## src/isqs_pkg.sv

```systemverilog
// Shared constants, types and helpers of the input source qualify sequencer
package isqs_pkg;

  // Clock and timing
  localparam int CLK_MHZ        = 200;
  localparam int CYC_PER_MS     = CLK_MHZ * 1000;
  localparam int HOLDOFF_MS     = 250;
  localparam int HOLDOFF_CYC    = HOLDOFF_MS * CYC_PER_MS;
  localparam int CC_ATTACH_MS   = 150;
  localparam int CC_ATTACH_CYC  = CC_ATTACH_MS * CYC_PER_MS;
  localparam int CC_CHANGE_MS   = 15;
  localparam int CC_CHANGE_CYC  = CC_CHANGE_MS * CYC_PER_MS;
  localparam int DCD_MS         = 600;
  localparam int DCD_CYC        = DCD_MS * CYC_PER_MS;
  localparam int PHASE_MS       = 40;
  localparam int PHASE_CYC      = PHASE_MS * CYC_PER_MS;
  localparam int INT_PULSE_NS   = 1000;
  localparam int INT_PULSE_CYC  = INT_PULSE_NS * CLK_MHZ / 1000;

  // Register map (byte addresses)
  localparam int          ADDR_W    = 4;
  localparam logic [3:0]  REG_CTRL  = 4'h0;
  localparam logic [3:0]  REG_STAT  = 4'h4;
  localparam logic [3:0]  REG_CAP   = 4'h8;
  localparam logic [3:0]  REG_FLOOR = 4'hC;

  // Input current cap in 100mA steps, floor in mV
  localparam logic [5:0]  CAP_500   = 6'h05;
  localparam logic [5:0]  CAP_1A    = 6'h0A;
  localparam logic [5:0]  CAP_1P5   = 6'h0F;
  localparam logic [5:0]  CAP_2A    = 6'h14;
  localparam logic [5:0]  CAP_2P1   = 6'h15;
  localparam logic [5:0]  CAP_2P4   = 6'h18;
  localparam logic [5:0]  CAP_3A    = 6'h1E;
  localparam logic [5:0]  CAP_RST   = CAP_500;
  localparam logic [12:0] FLOOR_RST = 13'h1108;
  localparam logic [13:0] TRACK_MV  = 14'h00A5;

  typedef enum logic [3:0] {
    PT_NONE = 4'h0, PT_SDP = 4'h1, PT_DCP = 4'h2, PT_CDP = 4'h3,
    PT_DIV1 = 4'h4, PT_DIV2 = 4'h5, PT_DIV3 = 4'h6, PT_DIV4 = 4'h7,
    PT_DIV5 = 4'h8, PT_UNK = 4'h9
  } isqs_port_t;

  // CC comparator class, ordered by capability
  typedef enum logic [1:0] {CC_RA = 2'h0, CC_DEF = 2'h1, CC_1P5 = 2'h2, CC_3A = 2'h3} isqs_cc_t;

  // D+/D- comparator window class
  typedef enum logic [2:0] {
    WIN_NONE = 3'h0, WIN_1P2 = 3'h1, WIN_2P0 = 3'h2, WIN_2P7 = 3'h3, WIN_ABOVE = 3'h4
  } isqs_win_t;

  typedef enum logic [1:0] {PH_IDLE = 2'h0, PH_DCD = 2'h1, PH_PRI = 2'h2, PH_SEC = 2'h3} isqs_phase_t;

  typedef enum {ST_WAIT_VIN, ST_HOLDOFF, ST_DET_GATE, ST_DCD, ST_PRIMARY, ST_SECONDARY,
                ST_NONSTD, ST_DONE} isqs_state_t;

  // Control register, bit 0 is chg_en
  typedef struct packed {
    logic lpv_mask;
    logic lpc_mask;
    logic bsw_off;
    logic restart;
    logic track;
    logic tc_en;
    logic auto_en;
    logic delay_en;
    logic buck_en;
    logic chg_en;
  } isqs_ctrl_t;
  localparam logic [9:0] CTRL_RST = 10'h01F;

  // Asynchronous analog comparator and pin inputs
  typedef struct packed {
    logic      vin_window;
    logic      vin_good;
    logic      batt_ok;
    logic      batt_ocp;
    logic      ntc_ok;
    logic      dcd_contact;
    logic      primary_hit;
    logic      secondary_hit;
    logic      loop_cur;
    logic      loop_vol;
    logic      sys_min;
    isqs_win_t dp;
    isqs_win_t dm;
    isqs_cc_t  cca;
    isqs_cc_t  ccb;
  } isqs_pins_t;

  typedef struct packed {
    logic              read;
    logic              write;
    logic [ADDR_W-1:0] address;
    logic [31:0]       writedata;
    logic [3:0]        byteenable;
  } isqs_avs_req_t;

  typedef struct packed {
    isqs_pins_t  s1;
    isqs_pins_t  s2;
    isqs_pins_t  s3;
    isqs_pins_t  filt;
    isqs_state_t st;
    logic [31:0] tmr;
    logic [31:0] cc_tmr;
    isqs_cc_t    cc_cand;
    isqs_cc_t    cc_acc;
    isqs_ctrl_t  ctrl;
    isqs_port_t  port;
    isqs_cc_t    cca;
    isqs_cc_t    ccb;
    logic [5:0]  cap;
    logic [12:0] floor;
    logic        qualified;
    logic        vin_q;
    logic        lpc_q;
    logic        lpv_q;
    logic        ev_pend;
    logic [15:0] int_cnt;
    logic        int_oe_n;
    logic        waitreq;
    logic [31:0] rdata;
    logic        conv_on;
    logic        chg_on;
    logic        bsw_on;
    logic [13:0] floor_o;
    isqs_phase_t phase;
  } isqs_regs_t;

  function automatic logic [15:0] wr16(input logic [15:0] old, input logic [31:0] d,
                                       input logic [3:0] be);
    wr16 = {be[1] ? d[15:8] : old[15:8], be[0] ? d[7:0] : old[7:0]};
  endfunction

  function automatic logic [5:0] cap_of_port(input isqs_port_t pt);
    case (pt)
      PT_DCP:  cap_of_port = CAP_2A;
      PT_CDP:  cap_of_port = CAP_1P5;
      PT_DIV1: cap_of_port = CAP_1A;
      PT_DIV2: cap_of_port = CAP_2P1;
      PT_DIV3: cap_of_port = CAP_2P4;
      PT_DIV4: cap_of_port = CAP_2A;
      PT_DIV5: cap_of_port = CAP_3A;
      default: cap_of_port = CAP_500;
    endcase
  endfunction

  function automatic logic [5:0] cap_select(input isqs_cc_t cc, input logic tc_en,
                                            input logic auto_en, input isqs_port_t pt);
    if (!tc_en || cc == CC_DEF) begin
      cap_select = auto_en ? cap_of_port(pt) : CAP_500;
    end else begin
      case (cc)
        CC_1P5:  cap_select = CAP_1P5;
        CC_3A:   cap_select = CAP_3A;
        default: cap_select = CAP_500;
      endcase
    end
  endfunction

  function automatic isqs_port_t classify_div(input isqs_win_t dp, input isqs_win_t dm);
    if (dp == WIN_2P0 && dm == WIN_2P7) begin
      classify_div = PT_DIV1;
    end else if (dp == WIN_2P7 && dm == WIN_2P0) begin
      classify_div = PT_DIV2;
    end else if (dp == WIN_2P7 && dm == WIN_2P7) begin
      classify_div = PT_DIV3;
    end else if (dp == WIN_1P2 && dm == WIN_1P2) begin
      classify_div = PT_DIV4;
    end else if (dp == WIN_2P7 && dm == WIN_ABOVE) begin
      classify_div = PT_DIV5;
    end else begin
      classify_div = PT_UNK;
    end
  endfunction

endpackage

```

## src/isqs_top.sv

```systemverilog
// Input source qualify sequencer with Avalon-MM register slave
//
// Chosen here: the register offsets and register access over Avalon-MM.
`timescale 1ns/1ps
// Notes on behaviour
// - At supply power-up all registers take defaults before the bus answers.
// - No input and battery healthy: battery switch turns on.
// - Battery overcurrent turns switch off at once and sets switch-off bit.
// - Attach order: input seen, hold-off, detect, cap, converter, charging.
// - Hold-off enable at zero skips hold-off.
// - Detection needs input in window, input good, hold-off done, auto or restart.
// - Contact detect first, then primary/secondary; contact timeout runs divider check.
// - Divider types one to five from D+ and D- window classes.
// - Auto detect off: detection bypassed, port result stays 0000.
// - Port result maps to current cap per fixed table.
// - Each CC line classed as default, 1.5A or 3A sink sub-state.
// - Detection end updates CC results, port result, cap, sets qualified.
// - Qualified set comes with an event pulse and cap update.
// - Restart bit reruns detection, updates result and cap, pulses event.
// - CC change stable 15ms updates cap and pulses event.
// - Final cap from CC 1.5A/3A sub-state, port result on default sub-state, else 500mA.
// - Voltage floor is register, or max with battery plus 165mV when tracking.
// - Converter starts only when qualified and converter enabled.
// - Loop-active status bits set while in loop, with maskable event.
// - Charging needs converter on, thermistors fine, switch-off clear, charge enabled.
// - Status bit shows system held at minimum regulation point.
// - CC attach debounced 150ms before sub-state is valid.
module isqs_top
  import isqs_pkg::*;
#(
  parameter int HOLDOFF_CYC_P   = HOLDOFF_CYC,
  parameter int DCD_CYC_P       = DCD_CYC,
  parameter int PHASE_CYC_P     = PHASE_CYC,
  parameter int CC_ATTACH_CYC_P = CC_ATTACH_CYC,
  parameter int CC_CHANGE_CYC_P = CC_CHANGE_CYC,
  parameter int INT_PULSE_CYC_P = INT_PULSE_CYC
) (
  // Clock, reset, enable
  input  wire logic          clock_in,
  input  wire logic          rst_n_in,
  input  wire logic          ce_in,
  // Avalon-MM slave
  input  wire isqs_avs_req_t avs_req_in,
  output logic [31:0]        avs_readdata_out,
  output logic               avs_waitrequest_out,
  // Comparator and pin inputs, asynchronous
  input  wire isqs_pins_t    pins_in,
  // Battery voltage in mV, same clock
  input  wire logic [12:0]   vbatt_mv_in,
  // Power path controls
  output logic               converter_start_out,
  output logic               charge_start_out,
  output logic               battery_switch_out,
  output logic [5:0]         input_current_cap_out,
  output logic [13:0]        input_voltage_floor_out,
  output isqs_phase_t        det_phase_out,
  // Open-drain event line
  output logic               int_o_out,
  output logic               int_oe_n_out
);

  isqs_regs_t r;
  isqs_regs_t n;
  isqs_pins_t f;
  logic       vin_ok;
  logic       wr;

  assign f      = r.filt;
  assign vin_ok = f.vin_window & f.vin_good;
  assign wr     = avs_req_in.write & ~r.waitreq;

  always_comb begin
    logic       ev;
    logic       done;
    isqs_port_t pt;
    isqs_cc_t   cc_raw;
    logic [31:0] cc_lim;
    logic [15:0] w16;
    logic        ctrl_wr;
    ev     = 1'b0;
    done   = 1'b0;
    pt     = r.port;
    cc_raw = (f.cca > f.ccb) ? f.cca : f.ccb;
    cc_lim = '0;
    w16    = '0;
    ctrl_wr = wr && (avs_req_in.address == REG_CTRL);
    n      = r;

    // Change accepted only once second and third stage agree
    n.s1   = pins_in;
    n.s2   = r.s1;
    n.s3   = r.s2;
    n.filt = isqs_pins_t'((r.s3 & ~(r.s2 ^ r.s3)) | (r.filt & (r.s2 ^ r.s3)));

    // Bus: one wait cycle, then answer
    n.waitreq = 1'b1;
    if ((avs_req_in.read | avs_req_in.write) && r.waitreq) begin
      n.waitreq = 1'b0;
      n.rdata   = '0;
      if (avs_req_in.read) begin
        case (avs_req_in.address)
          REG_CTRL:  n.rdata = {22'h000000, r.ctrl};
          REG_STAT:  n.rdata = {16'h0000, r.ccb, r.cca, r.port, r.bsw_on, r.chg_on, r.conv_on,
                                f.sys_min, f.loop_vol, f.loop_cur, r.qualified, f.vin_good};
          REG_CAP:   n.rdata = {26'h0000000, r.cap};
          REG_FLOOR: n.rdata = {19'h00000, r.floor};
          default:   n.rdata = '0;
        endcase
      end
    end
    if (wr) begin
      case (avs_req_in.address)
        REG_CTRL: begin
          w16    = wr16({6'h00, r.ctrl}, avs_req_in.writedata, avs_req_in.byteenable);
          n.ctrl = isqs_ctrl_t'(w16[9:0]);
        end
        REG_CAP: begin
          w16   = wr16({10'h000, r.cap}, avs_req_in.writedata, avs_req_in.byteenable);
          n.cap = w16[5:0];
        end
        REG_FLOOR: begin
          w16     = wr16({3'h0, r.floor}, avs_req_in.writedata, avs_req_in.byteenable);
          n.floor = w16[12:0];
        end
        default: n.cap = r.cap;
      endcase
    end

    // Fresh attach wakes the switch; overcurrent set wins over any clear
    n.vin_q = vin_ok;
    if (vin_ok && !r.vin_q) begin
      n.ctrl.bsw_off = 1'b0;
    end
    if (f.batt_ocp) begin
      n.ctrl.bsw_off = 1'b1;
    end

    case (r.st)
      ST_WAIT_VIN: begin
        n.tmr = '0;
        if (vin_ok) begin
          n.st = r.ctrl.delay_en ? ST_HOLDOFF : ST_DET_GATE;
        end
      end
      ST_HOLDOFF: begin
        n.tmr = r.tmr + 32'h1;
        if (r.tmr >= 32'(HOLDOFF_CYC_P - 1)) begin
          n.st = ST_DET_GATE;
        end
      end
      ST_DET_GATE: begin
        n.tmr = '0;
        if (r.ctrl.auto_en || r.ctrl.restart) begin
          // Host restart written in this cycle survives the clear
          n.ctrl.restart = n.ctrl.restart & ctrl_wr;
          n.st           = ST_DCD;
        end else begin
          pt   = PT_NONE;
          done = 1'b1;
        end
      end
      ST_DCD: begin
        n.tmr = r.tmr + 32'h1;
        // contact then BC1.2, else divider check
        if (f.dcd_contact) begin
          n.tmr = '0;
          n.st  = ST_PRIMARY;
        end else if (r.tmr >= 32'(DCD_CYC_P - 1)) begin
          n.st = ST_NONSTD;
        end
      end
      ST_PRIMARY: begin
        n.tmr = r.tmr + 32'h1;
        if (r.tmr >= 32'(PHASE_CYC_P - 1)) begin
          n.tmr = '0;
          if (f.primary_hit) begin
            n.st = ST_SECONDARY;
          end else begin
            pt   = PT_SDP;
            done = 1'b1;
          end
        end
      end
      ST_SECONDARY: begin
        n.tmr = r.tmr + 32'h1;
        if (r.tmr >= 32'(PHASE_CYC_P - 1)) begin
          pt   = f.secondary_hit ? PT_DCP : PT_CDP;
          done = 1'b1;
        end
      end
      ST_NONSTD: begin
        pt   = classify_div(f.dp, f.dm);
        done = 1'b1;
      end
      ST_DONE: begin
        if (r.ctrl.restart) begin
          n.ctrl.restart = n.ctrl.restart & ctrl_wr;
          n.tmr          = '0;
          n.st           = ST_DCD;
        end
      end
      default: n.st = ST_WAIT_VIN;
    endcase

    if (done) begin
      n.st        = ST_DONE;
      n.port      = pt;
      n.cca       = f.cca;
      n.ccb       = f.ccb;
      n.qualified = 1'b1;
      n.cap = cap_select(r.cc_acc, r.ctrl.tc_en, r.ctrl.auto_en, pt);
      ev = 1'b1;
    end

    // comparator class, attach debounce, change debounce
    cc_lim = (r.cc_acc == CC_RA) ? 32'(CC_ATTACH_CYC_P - 1) : 32'(CC_CHANGE_CYC_P - 1);
    if (cc_raw != r.cc_cand) begin
      n.cc_cand = cc_raw;
      n.cc_tmr  = '0;
    end else if (r.cc_tmr < cc_lim) begin
      n.cc_tmr = r.cc_tmr + 32'h1;
    end else if (r.cc_cand != r.cc_acc) begin
      n.cc_acc = r.cc_cand;
      if (r.qualified && !done && r.ctrl.tc_en) begin
        n.cca = f.cca;
        n.ccb = f.ccb;
        n.cap = cap_select(r.cc_cand, r.ctrl.tc_en, r.ctrl.auto_en, r.port);
        ev    = 1'b1;
      end
    end

    n.lpc_q = f.loop_cur;
    n.lpv_q = f.loop_vol;
    if ((f.loop_cur && !r.lpc_q && !r.ctrl.lpc_mask) || (f.loop_vol && !r.lpv_q && !r.ctrl.lpv_mask)) begin
      ev = 1'b1;
    end

    if (!vin_ok) begin
      n.st        = ST_WAIT_VIN;
      n.qualified = 1'b0;
      n.tmr       = '0;
    end

    // fixed pulse; one event queued while a pulse runs
    if (r.int_cnt != 16'h0000) begin
      n.int_cnt = r.int_cnt - 16'h0001;
      n.ev_pend = r.ev_pend | ev;
    end else if (ev || r.ev_pend) begin
      n.int_cnt = 16'(INT_PULSE_CYC_P);
      n.ev_pend = 1'b0;
    end
    n.int_oe_n = (n.int_cnt == 16'h0000);

    n.conv_on = r.qualified & r.ctrl.buck_en & vin_ok;
    n.chg_on  = r.conv_on & f.ntc_ok & ~r.ctrl.bsw_off & r.ctrl.chg_en;
    n.bsw_on  = ~n.ctrl.bsw_off & (vin_ok ? r.conv_on : f.batt_ok);
    if (r.ctrl.track && (14'(vbatt_mv_in) + TRACK_MV > {1'b0, r.floor})) begin
      n.floor_o = 14'(vbatt_mv_in) + TRACK_MV;
    end else begin
      n.floor_o = {1'b0, r.floor};
    end

    case (r.st)
      ST_DCD:       n.phase = PH_DCD;
      ST_PRIMARY:   n.phase = PH_PRI;
      ST_SECONDARY: n.phase = PH_SEC;
      default:      n.phase = PH_IDLE;
    endcase
  end

  // defaults at power-up; bus stalls until then
  always_ff @(posedge clock_in) begin
    if (!rst_n_in) begin
      r          <= '0;
      r.ctrl     <= isqs_ctrl_t'(CTRL_RST);
      r.cap      <= CAP_RST;
      r.floor    <= FLOOR_RST;
      r.floor_o  <= {1'b0, FLOOR_RST};
      r.waitreq  <= 1'b1;
      r.int_oe_n <= 1'b1;
    end else if (ce_in) begin
      r <= n;
    end
  end

  assign avs_readdata_out        = r.rdata;
  assign avs_waitrequest_out     = r.waitreq;
  assign converter_start_out     = r.conv_on;
  assign charge_start_out        = r.chg_on;
  assign battery_switch_out      = r.bsw_on;
  assign input_current_cap_out   = r.cap;
  assign input_voltage_floor_out = r.floor_o;
  assign det_phase_out           = r.phase;
  assign int_o_out               = 1'b0;
  assign int_oe_n_out            = r.int_oe_n;
endmodule

```

## config.mk

```make
export PLATFORM = sky130hd
export DESIGN_NAME = isqs_top
export DESIGN_NICKNAME = d
export VERILOG_FILES = /design/src/isqs_pkg.sv /design/src/isqs_top.sv
export SDC_FILE = /design/constraint.sdc
export NUM_CORES = 1
export LEC_CHECK = 0
export ABC_AREA = 1
export BUFFER_PORTS_ARGS = -buffer_cell sky130_fd_sc_hd__buf_4
export CORE_MARGIN = 5
export CORE_UTILIZATION = 60
export CTS_BUF_LIST = sky130_fd_sc_hd__clkbuf_8
export CTS_CLUSTER_DIAMETER = 80
export CTS_CLUSTER_SIZE = 25
export DETAILED_ROUTE_END_ITERATION = 7
export HOLD_SLACK_MARGIN = 0.02
export PLACE_DENSITY = 0.78
export RECOVER_POWER = 25
export SYNTH_ARGS = -nofsm -noshare
export SYNTH_HDL_FRONTEND = slang
export SYNTH_SLANG_ARGS = --single-unit
```

## constraint.sdc

```tcl
create_clock -name clock_in -period 7.45 [get_ports clock_in]
set_input_delay 1.8625 -clock clock_in [delete_from_list [all_inputs] [get_ports clock_in]]
set_output_delay 1.8625 -clock clock_in [all_outputs]
set_load 0.02 [all_outputs]
```

# Yosys cells after proc, flatten, opt, wreduce, memory -nomap -nowiden
# Index checks and enable logic that the tools add are counted.
[classes]
add_sub_neg = 4
magnitude_cmp = 6
n_eq_ne = 49
muxes = 76
bitwise = 21
reduce_logical = 52
[ops]
columns = ["operator", "n"]
rows = [
  ["32-bit two-way mux", 9],
  ["32-bit case mux with 7 select lines", 1],
  ["64-bit two-way mux", 3],
  ["32-bit case mux with 5 select lines", 1],
  ["32-bit by 3-bit == test with 1-bit output (second input constant)", 4],
  ["32-bit by 1-bit adder with 32-bit output (second input constant)", 2],
  ["32-bit by 2-bit == test with 1-bit output (second input constant)", 2],
  ["16-bit case mux with 4 select lines", 1],
  ["5-bit case mux with 6 select lines", 2],
  ["10-bit two-way mux", 5],
  ["21-bit bitwise AND", 2],
  ["4-bit by 3-bit == test with 1-bit output (second input constant)", 9],
  ["6-bit two-way mux", 6],
  ["17-bit two-way mux", 2],
  ["33-bit two-way mux", 1],
  ["32-bit by 1-bit == test with 1-bit output (second input constant)", 1],
  ["32-bit by 23-bit greater-or-equal comparator with 1-bit output (second input constant)", 1],
  ["32-bit by 26-bit greater-or-equal comparator with 1-bit output (second input constant)", 1],
  ["32-bit by 27-bit greater-or-equal comparator with 1-bit output (second input constant)", 1],
  ["32-bit zero test", 1],
  ["32-bit by 25-bit < comparator with 1-bit output", 1],
  ["4-bit two-way mux", 8],
  ["8-bit two-way mux", 4],
  ["25-bit two-way mux", 1],
  ["other kinds (49)", 139],
]
[totals]
regBits = 295
in_bits = 79
elab_cells = 303

# Logic depth before layout (Yosys ltp)
# Gate-level depths: netlist of run 1.
[depth]
depth_word = 18
mapped_depth = 21

# Worst setup path after synthesis of run 1
# OpenSTA, ideal clock, no wires.
[synth_timing]
kind = "input to register"
start = "in vbatt_mv_in[0]"
end = "reg r, in the netlist input_voltage_floor_out[7]"
setup_ps = 132
arrival_time_ps = 4515
required_ps = 7318
setup_slack_ps = 2803
cell_stages = 19
n_path_buf = 1
cell_sequence = "ha_1 -> o21ai_0 -> o21ai_0 -> a21oi_1 -> nor4_1 -> xor2_1 -> inv_1 -> ha_1 -> nand4_1 -> nor2_1 -> a221oi_1 -> nand2_1 -> o31ai_1 -> nand2_1 -> nand2_1 -> clkbuf_1 -> a21oi_1 -> o21ai_0 -> a21oi_1"
[synth_via]
elab_chain_cells = 4
[synth_rtl]
columns = ["item", "line_no", "source"]
rows = [
  ["start: declaration", "isqs_top.sv:49", "input wire logic [12:0] vbatt_mv_in,"],
  ["13-bit by 8-bit adder with 14-bit output *", "isqs_top.sv:257, isqs_top.sv:258", ""],
  ["14-bit by 13-bit greater-than comparator with 1-bit output", "isqs_top.sv:257", "if (r.ctrl.track && (14'(vbatt_mv_in) + TRACK_MV > {1'b0, r.floor})) begin"],
  ["1-bit logical AND", "isqs_top.sv:257", ""],
  ["14-bit two-way mux *", "isqs_top.sv:257", ""],
  ["end signal: assignment", "isqs_top.sv:282", "r <= n;"],
  ["end: declaration", "isqs_top.sv:62", "isqs_regs_t r;"],
]
# Every way passes the cells marked *; elsewhere a longest branch is shown, timed or not.
# A chain may end at the register's enable or synchronous reset.

==> flow_summary.json, run 1 <==
{
  "ys_types": 55,
  "hold_start": "r[143]",
  "clock_latency_ns": 0.56,
  "rr_endpoint": "r[136]",
  "clkSinkCount": 250,
  "rsz0062_at_grt": "no",
  "clk_pin_slew_ns": 0.14,
  "cap_violations": 2,
  "wl_per_cell_um": 14.5,
  "final_max_slew_viol_count": 167,
  "relSlewSlack_pct": -192,
  "fin_nets": 2009,
  "layout_commonest_cell": "nand2_1",
  "syn_avg_cell_area_um2": 6.91,
  "cp.required_ns": 7.93,
  "synth-seq-area-share_pct": 38.3,
  "hold_class": "reg -> reg",
  "clockBufferDepth": 3,
  "cts_tree": "built",
  "cts_root_buf": "clkbuf_8",
  "postRouteWirelength_um": 31700,
  "cp.arrival_ns": 6.21,
  "synthArstFlopShare_pct": 0,
  "track_usage_pct": 24.9,
  "syn_inst": 1888,
  "end_kind": "register",
  "start_util_pct": 60.4,
  "p_per_area_nw_per_um2": 168,
  "antenna_found_initial": 0,
  "ys.flop_type": "dfxtp_1",
  "dieArea_um2": 24800,
  "fin_tns_setup_ns": 0,
  "chipHeight_um": 158,
  "p_comb_share_pct": 11.1,
  "gp_routability_congestion": 0.939,
  "grt_pass1_wl_um": 51900,
  "area_growth_pct": 5.32,
  "layout_setup_ws_ns": 1.72,
  "viasPerCell": 5.55,
  "r2r-start": "r[112]",
  "period_minus_slack_ns": 5.73,
  "failed_checks": "max-capacitance violations, max-slew violations",
  "min_period_over_period_pct": 76.9,
  "fin_skew_ns": 0.0412,
  "p_int_w": 0.00167,
  "swShare_pct": 27.9,
  "htree_num_levels": 1,
  "min_to": "r[143]",
  "final-setup-viol-count": 0,
  "final_cells": 2185,
  "post_cts_buffers": 0,
  "numCtsBuffers": 15,
  "dpl.cell_count": 2164,
  "fmax_mhz": 174,
  "via_count": 12100,
  "overflow": 0,
  "die_w_um": 158,
  "ant_nets": 0,
  "rows": 54,
  "drc": 0,
  "layout_common_cells": "nand2_1, dfxtp_1, nor2_1",
  "synth-edff-count": 0,
  "seq_power_share_pct": 60.4,
  "r2r_setup_slack_ns": 3.98,
  "grt_pass1_vias": 10900,
  "hold_slack_ns": 0.451,
  "post-place-ws_ns": 2.11,
  "netlist_area_um2": 13100,
  "postCtsResizedCells": 0,
  "layout-drive-gt1-share_pct": 7.51,
  "crit_path_max_fanout": 119,
  "whs_path_depth": 2,
  "n_fill_cell": 2043,
  "start_kind": "primary input",
  "io_buffers": 100,
  "finalHoldViolCount": 0,
  "num_antenna_cells": 0,
  "crit_type": "in -> reg",
  "worst_pin_slew_ns": 4.38,
  "yosys_register_bits": 250,
  "status": "finished, violations left",
  "io_pins": 139,
  "irDropWorstVdd_v": 0.000153,
  "yosys_warnings": 0,
  "firstDrtPassIters": 5,
  "holdBufCountCts": 0,
  "clock_power_share_pct": 28.5,
  "p_leak_nw": 5.52,
  "p_sw_w": 0.000645,
  "grt_start_max_net_pins": 120,
  "hpwl_um": 22900,
  "r2r_cells": 16,
  "dr.first_iter.drc_count": 954,
  "core-area_um2": 21600
}
==> flip-flops by register name, summed over array words and instances (netlist names), 2 cells and up <==
register / count
input_current_cap_out: 6
avs_readdata_out: 16
det_phase_out: 2
input_voltage_floor_out: 14
f: 21
r: 144
n: 42
==> cells in the mapped netlist, types with 7 or more instances <==
cell type | instances | share of area (%)
a211oi_1 | 11 | 0.63
a21oi_1 | 200 | 7.7
a31oi_1 | 7 | 0.34
buf_2 | 10 | 0.38
buf_4 | 55 | 3.2
clkbuf_1 | 58 | 1.7
dfxtp_1 | 250 | 38
ha_1 | 29 | 2.8
inv_1 | 191 | 5.5
nand2_1 | 354 | 10
nand3_1 | 66 | 2.5
nand4_1 | 30 | 1.4
nor2_1 | 232 | 6.7
nor3_1 | 44 | 1.7
nor4_1 | 15 | 0.72
o211ai_1 | 17 | 0.98
o21ai_0 | 193 | 7.4
o22ai_1 | 9 | 0.43
or2_2 | 8 | 0.38
xnor2_1 | 9 | 0.60
xor2_1 | 23 | 1.5
==> per-layer routing <==
metal	global-route usage (%)	vias up	wire length, µm
met5	0	-	0
met3	3.71	63	1960
met4	7.17	0	899
li1	-	6230	-
met1	34.2	5497	14300
met2	40.7	332	14500
==> cells by family (layout without fill, tap and decap cells) <==
| group | Yosys count | in the layout | synth area share [%] |
|---|---|---|---|
| buf+inv | 322 | 323 | 10.9 |
| xor+xnor | 32 | 32 | 2.15 |
| fa+ha+maj | 29 | 29 | 2.78 |
| compound gates | 476 | 476 | 20.0 |
| other cells | 1 | 17 | 0.0287 |
| simple gates | 778 | 778 | 25.7 |
| flops | 250 | 250 | 38.3 |
==> layout make-up <==
type	count	area (µm²)	share of cell area [%]
inverter	196	738	5.37
tap	280	350	2.55
clock buffer	15	206	1.50
multi-input combinational	1332	6680	48.6
clock inverter	6	76.3	0.555
timing repair buffer	106	691	5.02
sequential	250	5000	36.4
==> worst max-delay path, stage by stage <==
cell	delay, ns
clkbuf_1	0.31
clkbuf_1	3.09
o21ai_0	0.55
a21oi_1	0.32
==> worst max-delay path by stage <==
stage / cells past startpoint / end / startpoint / slack (ns)
5_1_grt: 4 / input_voltage_floor_out[13] / rst_n_in / 1.29
3_3_place_gp: 19 / input_voltage_floor_out[11] / vbatt_mv_in[0] / 2.22
6_report: 4 / f[20] / rst_n_in / 1.72
2_1_floorplan: 19 / input_voltage_floor_out[7] / vbatt_mv_in[0] / 2.80
3_5_place_dp: 19 / input_voltage_floor_out[11] / vbatt_mv_in[0] / 2.11
4_1_cts: 19 / input_voltage_floor_out[11] / vbatt_mv_in[0] / 2.70
==> power by group through the flow <==
| stage | registers [W] | logic (W) | clock network [W] |
|---|---|---|---|
| floorplan | 0.00142 | 0.000190 | 0 |
| global placement | 0.00142 | 0.000250 | 0 |
| detailed placement | 0.00142 | 0.000255 | 0 |
| CTS | 0.00140 | 0.000257 | 0.000683 |
| global route | 0.00140 | 0.000291 | 0.000739 |
| finish | 0.00140 | 0.000258 | 0.000659 |
==> per-stage QoR <==
step	cell area [µm²]	total power (W)	util (%)
6_report	13700	0.00231	63.6
5_1_grt	13700	0.00243	63.6
4_1_cts	13900	0.00234	64.1
3_5_place_dp	13600	0.00168	62.8
3_3_place_gp	13600	0.00167	62.8
2_1_floorplan	13100	0.00161	-
Power figures use the tool's default switching activity.
==> run 2: changes to the inputs <==
- clock period: 7.45 -> 5.72 ns (I/O delays scaled with it)
==> flow_summary.json, run 2 (synthesis gave the netlist of run 1 again) <==
{
  "status": "finished, violations left",
  "failed_checks": "max-capacitance violations, max-slew violations",
  "cp_slowest_cell": "clkbuf_1",
  "firstDrtPassIters": 6,
  "p_leak_nw": 5.51,
  "hpwl_um": 23100,
  "cts_root_buf": "clkbuf_8",
  "worstPathCellList": "clkbuf_1 -> clkbuf_1 -> o211ai_1 -> nor3_1 -> o21ai_0 -> a21oi_1",
  "grt_pass1_wl_um": 52300,
  "finalHoldViolCount": 0,
  "p_per_area_nw_per_um2": 222,
  "layout-drive-gt1-share_pct": 7.39,
  "fin_tns_setup_ns": 0,
  "met3_wirelength_um": 2050,
  "clockBufferDepth": 3,
  "swShare_pct": 27.5,
  "min_period_over_period_pct": 83.6,
  "cp.arrival_ns": 5.28,
  "fmax_mhz": 209,
  "clk_pin_slew_ns": 0.15,
  "io_buffers": 100,
  "cp.required_ns": 6.22,
  "critPathBufInv": 2,
  "wl_per_cell_um": 14.7,
  "num_antenna_cells": 0,
  "htree_num_levels": 1,
  "fin_nets": 2010,
  "grt_pass1_vias": 11000,
  "max_stage_delay_ns": 1.65,
  "die_w_um": 158,
  "min_to": "r[145]",
  "whs_path_depth": 2,
  "grt_start_max_net_pins": 89,
  "start_kind": "primary input",
  "top_layer": "met4",
  "dieArea_um2": 24800,
  "viasPerCell": 5.57,
  "p_total_w": 0.00306,
  "start_util_pct": 60.4,
  "ant_nets": 0,
  "cap_violations": 2,
  "core-area_um2": 21600,
  "cts_tree": "built",
  "p_int_w": 0.00221,
  "r2r_setup_slack_ns": 2.29,
  "drc": 0,
  "dr.first_iter.drc_count": 942,
  "hold_start": "r[145]",
  "io_pins": 139,
  "critPathTopFamily": "buffers and inverters",
  "wl_met2_um": 14600,
  "worst_pin_slew_ns": 3.06,
  "final_max_slew_viol_count": 144,
  "numCtsBuffers": 15,
  "hold_class": "reg -> reg",
  "track_usage_pct": 25.1,
  "r2r-start": "r[111]",
  "period_minus_slack_ns": 4.78,
  "crit_path_max_fanout": 54,
  "top_register": "r",
  "clock_power_share_pct": 29.6,
  "p_sw_w": 0.000841,
  "postRouteWirelength_um": 32100,
  "holdBufCountCts": 0,
  "irDropWorstVdd_v": 0.000254,
  "largest_reg_flops": 144,
  "clkSinkCount": 250,
  "post_cts_buffers": 0,
  "postCtsResizedCells": 0,
  "relSlewSlack_pct": -104,
  "rows": 54,
  "met1_length_um": 14400,
  "via_count": 12200,
  "antenna_found_initial": 0,
  "seq_power_share_pct": 59.5,
  "final-setup-viol-count": 0,
  "end_kind": "register",
  "fin_skew_ns": 0.0338,
  "chipHeight_um": 158,
  "area_growth_pct": 5.32,
  "critPathMostFrequentCell": "clkbuf_1",
  "rr_endpoint": "r[136]",
  "overflow": 0,
  "p_comb_share_pct": 10.9,
  "clock_latency_ns": 0.55,
  "crit_type": "in -> reg",
  "r2r_cells": 17,
  "layout_common_cells": "nand2_1, dfxtp_1, nor2_1",
  "rsz0062_at_grt": "no",
  "layout_commonest_cell": "nand2_1",
  "gp_routability_congestion": 0.944
}
==> run 2: per-layer routing <==
| layer | track usage [%] | vias up |
|---|---|---|
| met1 | 34.7 | 5551 |
| li1 | - | 6227 |
| met3 | 3.99 | 60 |
| met5 | 0 | - |
| met2 | 40.3 | 351 |
| met4 | 8.32 | 0 |
==> run 2: area by class of cell <==
type                            instances  area, µm²
Clock buffer                           15        206
Clock inverter                          7       90.1
Fill cell                            2036       7870
Inverter                              196        738
Multi-Input combinational cell       1332       6680
Sequential cell                       250       5000
Tap cell                              280        350
Timing Repair Buffer                  107        677
==> run 2: worst reg2reg max path, delay by kind of cell, from the launching register on <==
family                   cells  cell delay, ns
AND/OR/NAND/NOR             12            2.14
flip-flops                   1            0.36
AO/OA/AOI/OAI                3            0.32
buffers and inverters        1            0.21
adder cells (fa/ha/maj)      1            0.34
==> run 2: how the worst max path moves through the flow <==
stage,startpoint,endpoint,slack (ns),cells past startpoint
global placement,vbatt_mv_in[0],input_voltage_floor_out[0],0.91,20
global route,rst_n_in,f[1],0.72,4
detailed placement,vbatt_mv_in[0],input_voltage_floor_out[11],0.92,19
finish,ce_in,avs_readdata_out[1],0.94,6
floorplan,vbatt_mv_in[0],input_voltage_floor_out[7],1.51,19
CTS,vbatt_mv_in[0],input_voltage_floor_out[0],1.51,20
==> run 2: through the flow <==
| stage | cell area [µm²] | utilization [%] | setup WS (ns) | hold slack [ns] | std cells |
|---|---|---|---|---|---|
| after floorplan | 13100 | - | 1.51 | 0.418 | 1904 |
| after global placement | 13600 | 62.8 | 0.912 | 0.429 | 2165 |
| after detailed placement | 13600 | 62.8 | 0.919 | 0.431 | 2165 |
| after CTS | 13900 | 64.2 | 1.51 | 0.452 | 2187 |
| after global routing | 13700 | 63.6 | 0.715 | 0.471 | 2187 |
| final | 13700 | 63.6 | 0.938 | 0.452 | 2187 |
==> run 2: power by group through the flow <==
stage | sequential, W | clock [W] | combinational [W]
final | 0.00182 | 0.000904 | 0.000333
after global routing | 0.00182 | 0.000993 | 0.000374
after CTS | 0.00182 | 0.000925 | 0.000334
after detailed placement | 0.00186 | 0 | 0.000333
after global placement | 0.00185 | 0 | 0.000327
after floorplan | 0.00185 | 0 | 0.000247
